===== src/logic/cmg_pkg.sv =====
package cmg_pkg;
	// CPU modes, one-hot
	typedef enum logic [4:0] {
		CMG_MODE_BOOT = 5'h01,
		CMG_MODE_TEST = 5'h02,
		CMG_MODE_FW = 5'h04,
		CMG_MODE_SYS = 5'h08,
		CMG_MODE_USER = 5'h10
	} cmg_mode_e;

	localparam int CMG_AW = 16;
	localparam int CMG_DW = 8;

	// Mode field encoding in the control/status register (2 bits)
	localparam logic [1:0] CMG_CSR_USER = 2'h0;
	localparam logic [1:0] CMG_CSR_SYS = 2'h1;
	localparam logic [1:0] CMG_CSR_FW = 2'h2;
	localparam int CMG_CSR_MODE_LSB = 0;

	// Register addresses in the special function space
	localparam logic [CMG_AW-1:0] CMG_ADR_CSR = 16'h0000;
	localparam logic [CMG_AW-1:0] CMG_ADR_STBL_LO = 16'h0010;
	localparam logic [CMG_AW-1:0] CMG_ADR_STBL_HI = 16'h0011;
	localparam logic [CMG_AW-1:0] CMG_ADR_XBASE = 16'h0012;
	localparam logic [CMG_AW-1:0] CMG_ADR_XSIZE = 16'h0013;
	localparam logic [CMG_AW-1:0] CMG_ADR_FEAT_TMP = 16'h0020;

	// Fixed memory partition: firmware NVM region and application split
	localparam logic [CMG_AW-1:0] CMG_NVM_BASE = 16'h8000;
	localparam logic [CMG_AW-1:0] CMG_FW_NVM_LO = 16'h8000;
	localparam logic [CMG_AW-1:0] CMG_FW_NVM_HI = 16'h82FF;
	localparam logic [CMG_AW-1:0] CMG_FW_RAM_HI = 16'h01FF;
	localparam logic [CMG_AW-1:0] CMG_RAM_HI = 16'h1FFF;

	// Mode change entry addresses
	localparam logic [CMG_AW-1:0] CMG_SYSCALL_ADDR = 16'h0100;
	localparam logic [CMG_AW-1:0] CMG_FWENTRY_ADDR = 16'h0200;

	// Reset values
	localparam logic [CMG_DW-1:0] CMG_STBL_RST = 8'h00;
	localparam logic [3:0] CMG_FEAT_RST = 4'h0;
	localparam int CMG_NFEAT = 4;
endpackage : cmg_pkg


===== src/logic/cmg_copy_mode.sv =====
`timescale 1ns/1ps
// Latches the CPU mode when a block copy starts and holds it until done
module cmg_copy_mode (
	input wire logic i_sys_clk,
	input wire logic i_reset_n,
	input wire logic i_start,
	input wire logic i_done,
	input wire cmg_pkg::cmg_mode_e i_mode,
	output logic o_busy,
	output cmg_pkg::cmg_mode_e o_mode
);
	// Mode captured at start is immune to later mode changes
	always_ff @(posedge i_sys_clk or negedge i_reset_n) begin
		if (!i_reset_n) begin
			o_busy <= 1'b0;
			o_mode <= cmg_pkg::CMG_MODE_USER;
		end else if (i_start && !o_busy) begin
			o_busy <= 1'b1;
			o_mode <= i_mode;
		end else if (i_done) begin
			o_busy <= 1'b0;
		end
	end

	a_copy_mode_held : assert property (@(posedge i_sys_clk) disable iff (!i_reset_n)
		o_busy && $past(o_busy) |-> o_mode == $past(o_mode))
		else $error("copy mode changed during copy");
endmodule : cmg_copy_mode


===== src/logic/cmg_access_guard.sv =====
`timescale 1ns/1ps
module cmg_access_guard (
	input wire logic i_sys_clk,
	input wire logic i_reset_n,
	// Boot done and test entry from the system controller
	input wire logic i_boot_done,
	input wire logic i_test_entry,
	// Memory access from CPU
	input wire logic i_mem_req,
	input wire logic i_mem_wr,
	input wire logic [cmg_pkg::CMG_AW-1:0] i_mem_addr,
	input wire logic i_mem_integrity, // Firmware integrity check access
	input wire logic i_seg_wr_ok, // Segment table grants write (user)
	input wire logic i_seg_rd_ok, // Segment table grants read (user)
	// Special function register writes from CPU
	input wire logic i_sfr_wr,
	input wire logic [cmg_pkg::CMG_AW-1:0] i_sfr_addr,
	input wire logic [cmg_pkg::CMG_DW-1:0] i_sfr_wdata,
	// Mode change events
	input wire logic i_call,
	input wire logic i_long_call,
	input wire logic [cmg_pkg::CMG_AW-1:0] i_call_target,
	input wire logic i_irq_take,
	input wire logic i_irq_return,
	// Permanent feature disable (fuse writes, accepted and overwritten in boot or test mode)
	input wire logic i_perm_wr,
	input wire logic [3:0] i_perm_data,
	// Copy engine
	input wire logic i_copy_start,
	input wire logic i_copy_done,
	output logic o_mem_grant,
	output logic o_mem_deny,
	output logic o_sfr_deny,
	output logic [4:0] o_mode,
	output logic [2*cmg_pkg::CMG_DW-1:0] o_stbl_base,
	output logic [cmg_pkg::CMG_DW-1:0] o_xchg_base,
	output logic [cmg_pkg::CMG_DW-1:0] o_xchg_size,
	output logic [3:0] o_feat_en,
	output logic o_copy_busy,
	output logic [4:0] o_copy_mode
);
	localparam int DEPTH = 4; // Saved-mode stack for nested interrupts

	cmg_pkg::cmg_mode_e mode;
	cmg_pkg::cmg_mode_e next_mode;
	cmg_pkg::cmg_mode_e copy_mode;
	cmg_pkg::cmg_mode_e stack [DEPTH];
	logic [2:0] sp;
	logic [3:0] feat_tmp;
	logic [3:0] feat_perm;
	logic copy_busy;
	logic sfr_ok;
	logic mem_ok;

	function automatic logic is_seg_reg(input logic [cmg_pkg::CMG_AW-1:0] a);
		is_seg_reg = (a == cmg_pkg::CMG_ADR_STBL_LO) || (a == cmg_pkg::CMG_ADR_STBL_HI)
			|| (a == cmg_pkg::CMG_ADR_XBASE) || (a == cmg_pkg::CMG_ADR_XSIZE);
	endfunction : is_seg_reg

	function automatic cmg_pkg::cmg_mode_e csr_mode(input logic [1:0] f);
		if (f == cmg_pkg::CMG_CSR_SYS) begin
			csr_mode = cmg_pkg::CMG_MODE_SYS;
		end else if (f == cmg_pkg::CMG_CSR_FW) begin
			csr_mode = cmg_pkg::CMG_MODE_FW;
		end else begin
			csr_mode = cmg_pkg::CMG_MODE_USER;
		end
	endfunction : csr_mode

	////////////////////////////////////////////////////////////////////////////
	// SFR write permission per mode
	always_comb begin
		sfr_ok = 1'b0;
		if (is_seg_reg(i_sfr_addr)) begin
			sfr_ok = (mode == cmg_pkg::CMG_MODE_SYS);
		end else if (i_sfr_addr == cmg_pkg::CMG_ADR_CSR) begin
			sfr_ok = (mode == cmg_pkg::CMG_MODE_SYS) || (mode == cmg_pkg::CMG_MODE_TEST);
		end else if (i_sfr_addr == cmg_pkg::CMG_ADR_FEAT_TMP) begin
			sfr_ok = (mode != cmg_pkg::CMG_MODE_USER);
		end
	end

	// Memory permission; partition bounds are constants, only the firmware exchange window moves with its registers
	always_comb begin
		mem_ok = 1'b0;
		case (mode)
			cmg_pkg::CMG_MODE_BOOT, cmg_pkg::CMG_MODE_TEST: begin
				mem_ok = 1'b1;
			end
			cmg_pkg::CMG_MODE_FW: begin
				if (i_mem_addr >= cmg_pkg::CMG_NVM_BASE) begin
					mem_ok = i_mem_integrity
						|| (i_mem_addr >= cmg_pkg::CMG_FW_NVM_LO
						&& i_mem_addr <= cmg_pkg::CMG_FW_NVM_HI);
				end else begin
					mem_ok = (i_mem_addr <= cmg_pkg::CMG_FW_RAM_HI)
						|| (i_mem_addr[cmg_pkg::CMG_AW-1:8] >= {8'h00, o_xchg_base}
						&& i_mem_addr[cmg_pkg::CMG_AW-1:8] < {8'h00, o_xchg_base} + {8'h00, o_xchg_size});
				end
			end
			cmg_pkg::CMG_MODE_SYS: begin
				// Firmware region is closed to application code
				mem_ok = !(i_mem_addr >= cmg_pkg::CMG_FW_NVM_LO
					&& i_mem_addr <= cmg_pkg::CMG_FW_NVM_HI)
					&& !(i_mem_addr <= cmg_pkg::CMG_FW_RAM_HI);
			end
			cmg_pkg::CMG_MODE_USER: begin
				// Table itself gets no special guard; segments decide
				mem_ok = (o_stbl_base != 16'h0000)
					&& (i_mem_wr ? i_seg_wr_ok : i_seg_rd_ok)
					&& !(i_mem_addr >= cmg_pkg::CMG_FW_NVM_LO
					&& i_mem_addr <= cmg_pkg::CMG_FW_NVM_HI)
					&& !(i_mem_addr <= cmg_pkg::CMG_FW_RAM_HI);
			end
			default: begin
				mem_ok = 1'b0;
			end
		endcase
	end

	// Registered grant or deny, one cycle after the request
	always_ff @(posedge i_sys_clk or negedge i_reset_n) begin
		if (!i_reset_n) begin
			o_mem_grant <= 1'b0;
			o_mem_deny <= 1'b0;
			o_sfr_deny <= 1'b0;
		end else begin
			o_mem_grant <= i_mem_req && mem_ok;
			o_mem_deny <= i_mem_req && !mem_ok;
			o_sfr_deny <= i_sfr_wr && !sfr_ok;
		end
	end

	////////////////////////////////////////////////////////////////////////////
	// Segmentation registers: zero at reset so no user segment exists
	always_ff @(posedge i_sys_clk or negedge i_reset_n) begin
		if (!i_reset_n) begin
			o_stbl_base <= {cmg_pkg::CMG_STBL_RST, cmg_pkg::CMG_STBL_RST};
			o_xchg_base <= cmg_pkg::CMG_STBL_RST;
			o_xchg_size <= cmg_pkg::CMG_STBL_RST;
		end else if (i_sfr_wr && sfr_ok) begin
			if (i_sfr_addr == cmg_pkg::CMG_ADR_STBL_LO) begin
				o_stbl_base[7:0] <= i_sfr_wdata;
			end else if (i_sfr_addr == cmg_pkg::CMG_ADR_STBL_HI) begin
				o_stbl_base[15:8] <= i_sfr_wdata;
			end else if (i_sfr_addr == cmg_pkg::CMG_ADR_XBASE) begin
				o_xchg_base <= i_sfr_wdata;
			end else if (i_sfr_addr == cmg_pkg::CMG_ADR_XSIZE) begin
				o_xchg_size <= i_sfr_wdata;
			end
		end
	end

	////////////////////////////////////////////////////////////////////////////
	// Next CPU mode from the mode-change events, by priority
	always_comb begin
		next_mode = mode;
		if (mode == cmg_pkg::CMG_MODE_BOOT) begin
			if (i_test_entry) begin
				next_mode = cmg_pkg::CMG_MODE_TEST;
			end else if (i_boot_done) begin
				next_mode = cmg_pkg::CMG_MODE_SYS;
			end
		end else if (i_irq_take) begin
			next_mode = cmg_pkg::CMG_MODE_SYS;
		end else if (i_irq_return && sp != 3'h0) begin
			next_mode = stack[sp[1:0] - 2'h1];
		end else if ((i_call || i_long_call) && i_call_target == cmg_pkg::CMG_SYSCALL_ADDR) begin
			next_mode = cmg_pkg::CMG_MODE_SYS;
		end else if ((i_call || i_long_call) && i_call_target == cmg_pkg::CMG_FWENTRY_ADDR) begin
			next_mode = cmg_pkg::CMG_MODE_FW;
		end else if (i_sfr_wr && sfr_ok && i_sfr_addr == cmg_pkg::CMG_ADR_CSR) begin
			next_mode = csr_mode(i_sfr_wdata[cmg_pkg::CMG_CSR_MODE_LSB +: 2]);
		end
	end

	always_ff @(posedge i_sys_clk or negedge i_reset_n) begin
		if (!i_reset_n) begin
			mode <= cmg_pkg::CMG_MODE_BOOT;
		end else begin
			mode <= next_mode;
		end
	end

	// Saved-mode stack; a full stack drops the newest level's save
	always_ff @(posedge i_sys_clk or negedge i_reset_n) begin
		if (!i_reset_n) begin
			sp <= 3'h0;
			for (int i = 0; i < DEPTH; i++) begin
				stack[i] <= cmg_pkg::CMG_MODE_SYS;
			end
		end else if (mode != cmg_pkg::CMG_MODE_BOOT && i_irq_take) begin
			if (sp != 3'(DEPTH)) begin
				stack[sp[1:0]] <= mode;
				sp <= sp + 3'h1;
			end
		end else if (mode != cmg_pkg::CMG_MODE_BOOT && i_irq_return && sp != 3'h0) begin
			sp <= sp - 3'h1;
		end
	end

	always_ff @(posedge i_sys_clk or negedge i_reset_n) begin
		if (!i_reset_n) begin
			o_mode <= cmg_pkg::CMG_MODE_BOOT;
		end else begin
			o_mode <= next_mode;
		end
	end

	////////////////////////////////////////////////////////////////////////////
	// Feature enables: temporary bits and permanent disables that boot or test mode can rewrite
	always_ff @(posedge i_sys_clk or negedge i_reset_n) begin
		if (!i_reset_n) begin
			feat_tmp <= cmg_pkg::CMG_FEAT_RST;
		end else if (i_sfr_wr && sfr_ok && i_sfr_addr == cmg_pkg::CMG_ADR_FEAT_TMP) begin
			feat_tmp <= i_sfr_wdata[3:0];
		end
	end

	// Permanent state follows a privileged fuse write; survives only reset-free
	always_ff @(posedge i_sys_clk or negedge i_reset_n) begin
		if (!i_reset_n) begin
			feat_perm <= cmg_pkg::CMG_FEAT_RST;
		end else if (i_perm_wr && (mode == cmg_pkg::CMG_MODE_TEST || mode == cmg_pkg::CMG_MODE_BOOT)) begin
			feat_perm <= i_perm_data;
		end
	end

	// Bit set means disabled, either way
	always_ff @(posedge i_sys_clk or negedge i_reset_n) begin
		if (!i_reset_n) begin
			o_feat_en <= ~cmg_pkg::CMG_FEAT_RST;
		end else begin
			o_feat_en <= ~(feat_tmp | feat_perm);
		end
	end

	////////////////////////////////////////////////////////////////////////////
	// Copy engine mode hold
	cmg_copy_mode u_copy (
		.i_sys_clk(i_sys_clk),
		.i_reset_n(i_reset_n),
		.i_start(i_copy_start),
		.i_done(i_copy_done),
		.i_mode(mode),
		.o_busy(copy_busy),
		.o_mode(copy_mode)
	);

	always_ff @(posedge i_sys_clk or negedge i_reset_n) begin
		if (!i_reset_n) begin
			o_copy_busy <= 1'b0;
			o_copy_mode <= cmg_pkg::CMG_MODE_USER;
		end else begin
			o_copy_busy <= copy_busy;
			o_copy_mode <= copy_mode;
		end
	end

	////////////////////////////////////////////////////////////////////////////
	a_seg_sys_only : assert property (@(posedge i_sys_clk) disable iff (!i_reset_n)
		i_sfr_wr && is_seg_reg(i_sfr_addr) && mode != cmg_pkg::CMG_MODE_SYS
		|=> o_sfr_deny && $stable(o_stbl_base) && $stable(o_xchg_base))
		else $error("segmentation register written outside system mode");
	a_user_no_seg : assert property (@(posedge i_sys_clk) disable iff (!i_reset_n)
		i_sfr_wr && i_sfr_addr == cmg_pkg::CMG_ADR_STBL_HI && mode == cmg_pkg::CMG_MODE_USER
		|=> $stable(o_stbl_base))
		else $error("user moved segment table pointer");
	a_fw_firewall : assert property (@(posedge i_sys_clk) disable iff (!i_reset_n)
		i_mem_req && mode == cmg_pkg::CMG_MODE_FW && !i_mem_integrity
		&& i_mem_addr > cmg_pkg::CMG_FW_NVM_HI |=> o_mem_deny)
		else $error("firmware escaped its region");
	a_fw_integrity : assert property (@(posedge i_sys_clk) disable iff (!i_reset_n)
		i_mem_req && mode == cmg_pkg::CMG_MODE_FW && i_mem_integrity
		&& i_mem_addr >= cmg_pkg::CMG_NVM_BASE |=> o_mem_grant)
		else $error("integrity access refused");
	a_user_no_fw : assert property (@(posedge i_sys_clk) disable iff (!i_reset_n)
		i_mem_req && mode == cmg_pkg::CMG_MODE_USER && i_mem_addr <= cmg_pkg::CMG_FW_RAM_HI
		|=> o_mem_deny)
		else $error("user reached firmware area");
	a_user_seg_wr : assert property (@(posedge i_sys_clk) disable iff (!i_reset_n)
		i_mem_req && i_mem_wr && mode == cmg_pkg::CMG_MODE_USER && !i_seg_wr_ok
		|=> !o_mem_grant)
		else $error("user write without segment permission");
	a_irq_sys : assert property (@(posedge i_sys_clk) disable iff (!i_reset_n)
		i_irq_take && mode != cmg_pkg::CMG_MODE_BOOT |=> o_mode == cmg_pkg::CMG_MODE_SYS)
		else $error("interrupt did not enter system mode");
	// Exactly one quiet cycle sits between entry and return; the saved level is untouched
	a_irq_ret_restore : assert property (@(posedge i_sys_clk) disable iff (!i_reset_n)
		mode == cmg_pkg::CMG_MODE_USER && i_irq_take && sp == 3'h0
		##1 (!i_irq_take && !i_irq_return) ##1 (!i_irq_take && i_irq_return)
		|=> mode == cmg_pkg::CMG_MODE_USER)
		else $error("return did not restore mode");
	a_fw_entry : assert property (@(posedge i_sys_clk) disable iff (!i_reset_n)
		mode == cmg_pkg::CMG_MODE_SYS && !i_irq_take && !i_irq_return && i_call
		&& i_call_target == cmg_pkg::CMG_FWENTRY_ADDR |=> mode == cmg_pkg::CMG_MODE_FW)
		else $error("firmware entry ignored");
	// Write data is gone by the time the enable shows, so look back to it
	a_feat_disable : assert property (@(posedge i_sys_clk) disable iff (!i_reset_n)
		i_sfr_wr && sfr_ok && i_sfr_addr == cmg_pkg::CMG_ADR_FEAT_TMP
		|=> ##1 o_feat_en[0] == !($past(i_sfr_wdata[0], 2) || $past(feat_perm[0])))
		else $error("feature enable mismatch");
endmodule : cmg_access_guard


===== config.mk =====
export PLATFORM = sky130hd
export DESIGN_NAME = cmg_access_guard
export DESIGN_NICKNAME = d
export VERILOG_FILES = /design/src/logic/cmg_pkg.sv /design/src/logic/cmg_copy_mode.sv /design/src/logic/cmg_access_guard.sv
export SDC_FILE = /design/constraint.sdc
export NUM_CORES = 1
export LEC_CHECK = 0
export ABC_AREA = 1
export BUFFER_PORTS_ARGS = -buffer_cell sky130_fd_sc_hd__buf_4
export CAP_MARGIN = 40
export CORE_ASPECT_RATIO = 0.5
export CORE_UTILIZATION = 42
export CTS_CLUSTER_SIZE = 28
export DETAILED_ROUTE_END_ITERATION = 8
export GPL_ROUTABILITY_DRIVEN = 0
export GPL_TIMING_DRIVEN = 1
export PLACE_DENSITY = 0.68
export SYNTH_ARGS = -nofsm -noshare
export SYNTH_HDL_FRONTEND = slang
export SYNTH_SLANG_ARGS = --single-unit
export TNS_END_PERCENT = 10

===== constraint.sdc =====
create_clock -name i_sys_clk -period 3.4 [get_ports i_sys_clk]
set_input_delay 0 -clock i_sys_clk [delete_from_list [all_inputs] [get_ports i_sys_clk]]
set_output_delay 0 -clock i_sys_clk [all_outputs]
set_load 0.1 [all_outputs]

### Word level (Yosys, flattened, before mapping)

Index checks and enable logic that the tools add are counted.
W data, S select, Z words.

* bits of input ports: 77
* flip-flop bits (word level): 87
* output and inout port bits: 50
* word-level logic and storage cells: 133

* magnitude comparators: 8
* muxes and demuxes: 27
* reductions and logical operators: 48
* equal/unequal tests: 19
* add/subtract/negate cells: 4
* bitwise logic cells: 7

Operators with widths (number)
* $mux W5: 13
* $eq A16 B5 Y1 const B: 4
* $logic_and A1 B1 Y1: 21
* $bwmux W20: 1
* $eq A16 B10 Y1 const B: 1
* $eq A16 B6 Y1 const B: 1
* $eq A16 B9 Y1 const B: 1
* $ge A16 B16 Y1 const B: 1
* $le A16 B16 Y1 const B: 1
* $le A16 B9 Y1 const B: 1
* $logic_not A16 Y1: 1
* $reduce_bool A16 Y1: 1
* $bmux W5 S2: 1
* $demux W5 S2: 1
* $add A8 B8 Y9: 1
* $lt A8 B9 Y1: 1
* $mux W3: 3
* $ge A8 B8 Y1: 1
* $logic_or A1 B1 Y1: 8
* $reduce_and A2 Y1: 4
* $mux W1: 7
* $ge A3 B3 Y1 const B: 2
* $ne A3 B3 Y1 const B: 2
* $not A2 Y3: 2
* 26 further kinds: 33

### Longest topological paths before layout

* word-level depth: 13
* depth in mapped cells: 21
* gate-level depth less buffers: 21

### Modules after synthesis

Synthesis repeated with hierarchy kept, for this count alone.

* cell total of the unflattened synthesis: 555
* area, all modules: 4759.6 µm²

Modules (own cells, without submodules)
* cmg_access_guard: area each 4530.6 µm², cells each 531, times used 1, sequential area each 2039.5 µm²
* cmg_copy_mode: area each 229.0 µm², cells each 24, times used 1, sequential area each 151.4 µm²

### Worst setup path before layout

No wires, ideal clock.

* path kind: register to register
* start point: register o_xchg_base[0] (netlist name)
* end point: register o_mem_deny
* library setup time: 0.115 ns
* path buffers: 0
* arrival time: 3.100 ns
* clock period less this slack: 3.215 ns
* stages on the path, launching flop included: 21
* required time: 3.285 ns
* slack: 0.185 ns
* cell sequence: dfrtp_1 > ha_1 > inv_1 > fa_1 > o21ai_0 > xnor2_1 > ha_1 > nand2_1 > inv_1 > a21oi_1 > nand2_1 > nand2_1 > nand2_1 > nand2_1 > nand2_1 > nand2_1 > nand2_1 > nand2_1 > nand2_1 > nand2_1 > nor2_1

* word-level cells in the longest chain between the ends: 8
* elaborated cells between the ends (all ways): 9
* those cells by class: add/sub (1); order compare (2); mux (2); reduce/logical (4)

Ends and longest elaborated chain
* from (decl): RTL line cmg_access_guard.sv:36 `output logic [cmg_pkg::CMG_DW-1:0] o_xchg_base,`
* from (signal assigned): RTL line cmg_access_guard.sv:139 `o_xchg_base <= cmg_pkg::CMG_STBL_RST;`
* from (signal assigned): RTL line cmg_access_guard.sv:147 `o_xchg_base <= i_sfr_wdata;`
* $add A8 B8 Y9: RTL line cmg_access_guard.sv:98 `&& i_mem_addr[cmg_pkg::CMG_AW-1:8] < {8'h00, o_xchg_base} + {8'h00, o_xchg_size});`
* $lt A8 B9 Y1: RTL line cmg_access_guard.sv:98
* $logic_and A1 B1 Y1 (*): RTL line cmg_access_guard.sv:98
* $logic_or A1 B1 Y1 (*): RTL line cmg_access_guard.sv:97 `|| (i_mem_addr[cmg_pkg::CMG_AW-1:8] >= {8'h00, o_xchg_base}`
* $mux W1 (*): RTL line cmg_access_guard.sv:91 `if (i_mem_addr >= cmg_pkg::CMG_NVM_BASE) begin`
* $pmux W1 S4 (*): RTL line cmg_access_guard.sv:86 `case (mode)`
* $logic_not A1 Y1 (*): RTL line cmg_access_guard.sv:129 `o_mem_deny <= i_mem_req && !mem_ok;`
* $logic_and A1 B1 Y1 (*): RTL line cmg_access_guard.sv:129
* to (signal assigned): RTL line cmg_access_guard.sv:129
* to (decl): RTL line cmg_access_guard.sv:32 `output logic o_mem_deny,`

Every way passes the cells marked *; elsewhere a longest branch is shown, timed or not.
A chain may end at the register's enable or synchronous reset.

### Worst setup path after layout

Same ends and word-level chain as after synthesis.

==> results by group <==
Floorplanning
  • Row Count: 27
  • Initial Util: approximately 44%
  • Die ar.: 12,000 sq um
  • Die width: between 150 and 200 microns
  • Core Box Area: 11,100 sq um
  • I/O pins: approximately 130
  • Die Y: between 70 and 80 microns

Detailed routing
  • Drt drc: 0
  • Initial DRC Count: roughly 170
  • Total wire length: around 11,000 microns
  • Wire length on met3: 223 microns
  • Via Count: ~4,200
  • Drt wl/cell: around 13 microns
  • Met1 WL: approximately 5200 microns
  • Detail Route met2 WL: 5800 microns
  • Top layer in use: met4
  • Vias/cell: between 4 and 5
  • DR pass1 iterations: 5
  • DRT antenna net count: 0

Run status
  • Failing checks: hold timing
  • Status: complete, but fails checks

Synthesis
  • Synth Cell Area: roughly 4800 sq um
  • Post-synthesis instance total: between 500 and 600
  • Top_reg_cell synth: dfrtp_1
  • Yosys cell types: 41
  • Post-synth EDFFs: 0
  • Post-synthesis average cell area: about 8.5 sq um
  • FFs w/ async S/R, synth: 100%
  • YS warnings: 0
  • Sequential fraction of the synthesis area: 45.3%
  • Syn nets: 677
  • #FFs+latches synth: 87

Timing
  • Worst rel slew slack: 48.7%
  • Slew Limit Fails: 0
  • Hold Slack: -0.000598 ns
  • Period utilisation layout: around 86%
  • Clock skew: 0.00686 ns
  • Slew @ Worst Pin: 0.770 ns
  • Final Setup Violations: 0
  • Final min period: roughly 2.9 ns
  • RSZ-0062 raised after global routing: false
  • Final setup TNS: 0 ns
  • Fmax achieved: 340 MHz
  • Final Hold Fails: 2

Final layout
  • Antenna Cells: 0
  • Share of layout cells above drive strength 1: between 20% and 30%
  • Final Net Count: 812
  • Core Util, Final: 56.7%
  • FILL cells: ~1,000
  • Layout area overhead: 30.2%
  • Commonest non-fill, non-tap cells in the layout: 151 x nand2_1, 119 x buf_4, 76 x dfrtp_1, 60 x inv_1, 50 x nor2_1
  • Commonest non-fill, non-tap cell in the layout: nand2_1

Critical path
  • Worst setup path class: reg2reg
  • Max FO, Critical Path: 4
  • Worst path slowest cell: dfrtp_1
  • Worst path cell trace: ha_1 > inv_1 > fa_1 > o21ai_0 > xnor2_1 > ha_1 > nand2_1 > inv_1 > a21oi_1 > nand2_1 > nand2_1 > nand2_1 > nand2_1 > nand2_1 > nand2_1 > nand2_1 > nand2_1 > nand2_1 > nand2_1 > nor2_1
  • Most used cell, CP: nand2_1
  • Startpoint Class: register
  • CP Capture Type: register
  • CP delay by family, top: adder cells
  • CP arrival: about 3.2 ns
  • CP bufs+invs: 2
  • Required @ worst endpoint: around 3.6 ns
  • Max stage delay on crit path: about 0.40 ns

Power
  • P per Cell Area: around 670 nW/um^2
  • Leakage: around 0.0032 uW
  • VDD IR max: 0.440 mV

CTS
  • CTS resizes: 0
  • Worst skew pair latency: approximately 0.33 ns
  • Clock sinks: 87
  • Root Buffer: clkbuf_16
  • Cts bufs inserted: 9
  • Bufs on Longest Clock Path: 2
  • Clock Pin Slew Worst Setup and Hold Paths: approximately 0.060 ns
  • CTS tree: yes
  • Number of H-tree levels: 3

Hold path
  • Hold/Removal Path Class: in2reg

GRT
  • First-pass GRT wire length: ~19,000 microns
  • Initial antenna violation count: 0
  • GRT overflow: 0
  • GRT Total Usage: between 10% and 20%
  • Largest net degree at the start of global routing: 63
  • Vias in the first global route: 3,986

Placed design
  • Hpwl dp: 8770 microns
  • IO Port Bufs: ~120

Flow run
  • Max-cap violations: 0
==> timing repair <==
| action | CTS | global route |
|---|---|---|
| endpoints found under the hold margin | 69 | 0 |
| buffers inserted | 0 | 0 |
| hold buffers | 13 | 0 |
==> cell usage after synthesis, types with 2 or more instances <==
library cell  instances  area (sq um)
a21oi_1              19          95.1
or2_2                 2          12.5
o31ai_1               2          15.0
nand3_2               3          30.0
nand4_2               4          50.1
inv_1                60           225
o21ai_1              12          60.1
buf_6                 4          45.0
clkbuf_1              3          11.3
nand4_1               8          50.1
fa_1                  2          40.0
nor2_4                2          22.5
o21ai_0              44           220
ha_1                 29           363
nand3_1              19          95.1
nor3_1                9          45.0
xnor2_1               2          17.5
nand2_2               9          56.3
xor2_1                6          52.6
a21boi_0              2          15.0
o22ai_1               4          25.0
o21ai_2              13           114
dfstp_2              11           289
nand2_1             151           567
inv_2                 3          11.3
nor2_2                3          18.8
dfrtp_1              76          1900
mux2_2                5          56.3
nor2_1               50           188
==> through the flow <==
step	total power [uW]	setup WS (ns)	cell area (sq um)	instances
2_1_floorplan	2690	0.185	4840	569
6_report	4190	0.462	6300	854
5_1_grt	4440	0.187	6300	854
4_1_cts	4230	0.453	6300	854
3_5_place_dp	3130	0.487	5840	825
3_3_place_gp	3110	0.649	5840	825
==> cells by family (layout without fill, tap and decap cells) <==
| group | after synthesis | count (layout) | share of synthesized area, % |
|---|---|---|---|
| xor gates and xnor gates | 8 | 8 | 1.45 |
| muxes | 5 | 5 | 1.16 |
| DFF | 87 | 87 | 45.3 |
| and+or+nand+nor | 264 | 264 | 24.6 |
| adders and majority gates | 31 | 31 | 8.33 |
| buffers and inverters | 71 | 211 | 6.36 |
| AOI/OAI and AO/OA | 103 | 103 | 12.8 |
==> state kept, by name (all words and copies together), names as in the netlist, 3 cells and up <==
| signal | flops |
|---|---|
| o_copy_mode | 5 |
| o_feat_en | 4 |
| o_stbl_base | 16 |
| feat_perm | 4 |
| sp | 3 |
| u_copy.o_mode | 5 |
| o_xchg_size | 8 |
| o_mode | 5 |
| o_xchg_base | 8 |
| feat_tmp | 4 |
| stack | 20 |
==> where the power goes <==
group	switching (uW)	internal [uW]	total, uW
sequential	167	1310	1480
clock	410	654	1060
combinational	1200	445	1650
total	1780	2410	4190
==> worst min-delay path: cells and delay by family <==
| kind | cells | cell delay (ns) |
|---|---|---|
| buffers and inverters | 2 | 0.17 |
| AOI/OAI and AO/OA | 1 | 0.13 |
==> final cells by class <==
| cell class | instances | area, sq um | share of cell area, % |
|---|---|---|---|
| clock buffers | 9 | 225 | 3.58 |
| clock inverters | 7 | 103 | 1.63 |
| inverters | 63 | 236 | 3.75 |
| multi-input cells | 411 | 2340 | 37.1 |
| flip-flops and latches | 87 | 2190 | 34.8 |
| well taps | 145 | 181 | 2.88 |
| repair buffers | 132 | 1020 | 16.2 |
==> final timing paths <==
path	startpoint	endpoint	slack, ns	cells after the start
worst max register to register	o_xchg_base[0]	o_mem_deny	0.46	20
min in group asynchronous	i_reset_n	feat_perm[3]	0.28	2
worst min register to register	u_copy.o_mode[4]	o_copy_mode[4]	0.37	0
max in group asynchronous	i_reset_n	o_xchg_base[0]	2.28	3
worst min-delay path	i_sfr_wdata[4]	o_stbl_base[12]	-0.0006	3
worst max-delay path	o_xchg_base[0]	o_mem_deny	0.46	20
==> routing by layer <==
metal,GRT usage [%],vias up
met5,0,-
li1,-,2141
met1,24.3,1980
met3,3.52,4
met4,3.60,0
met2,36.6,50
Power figures use the tool's default switching activity.
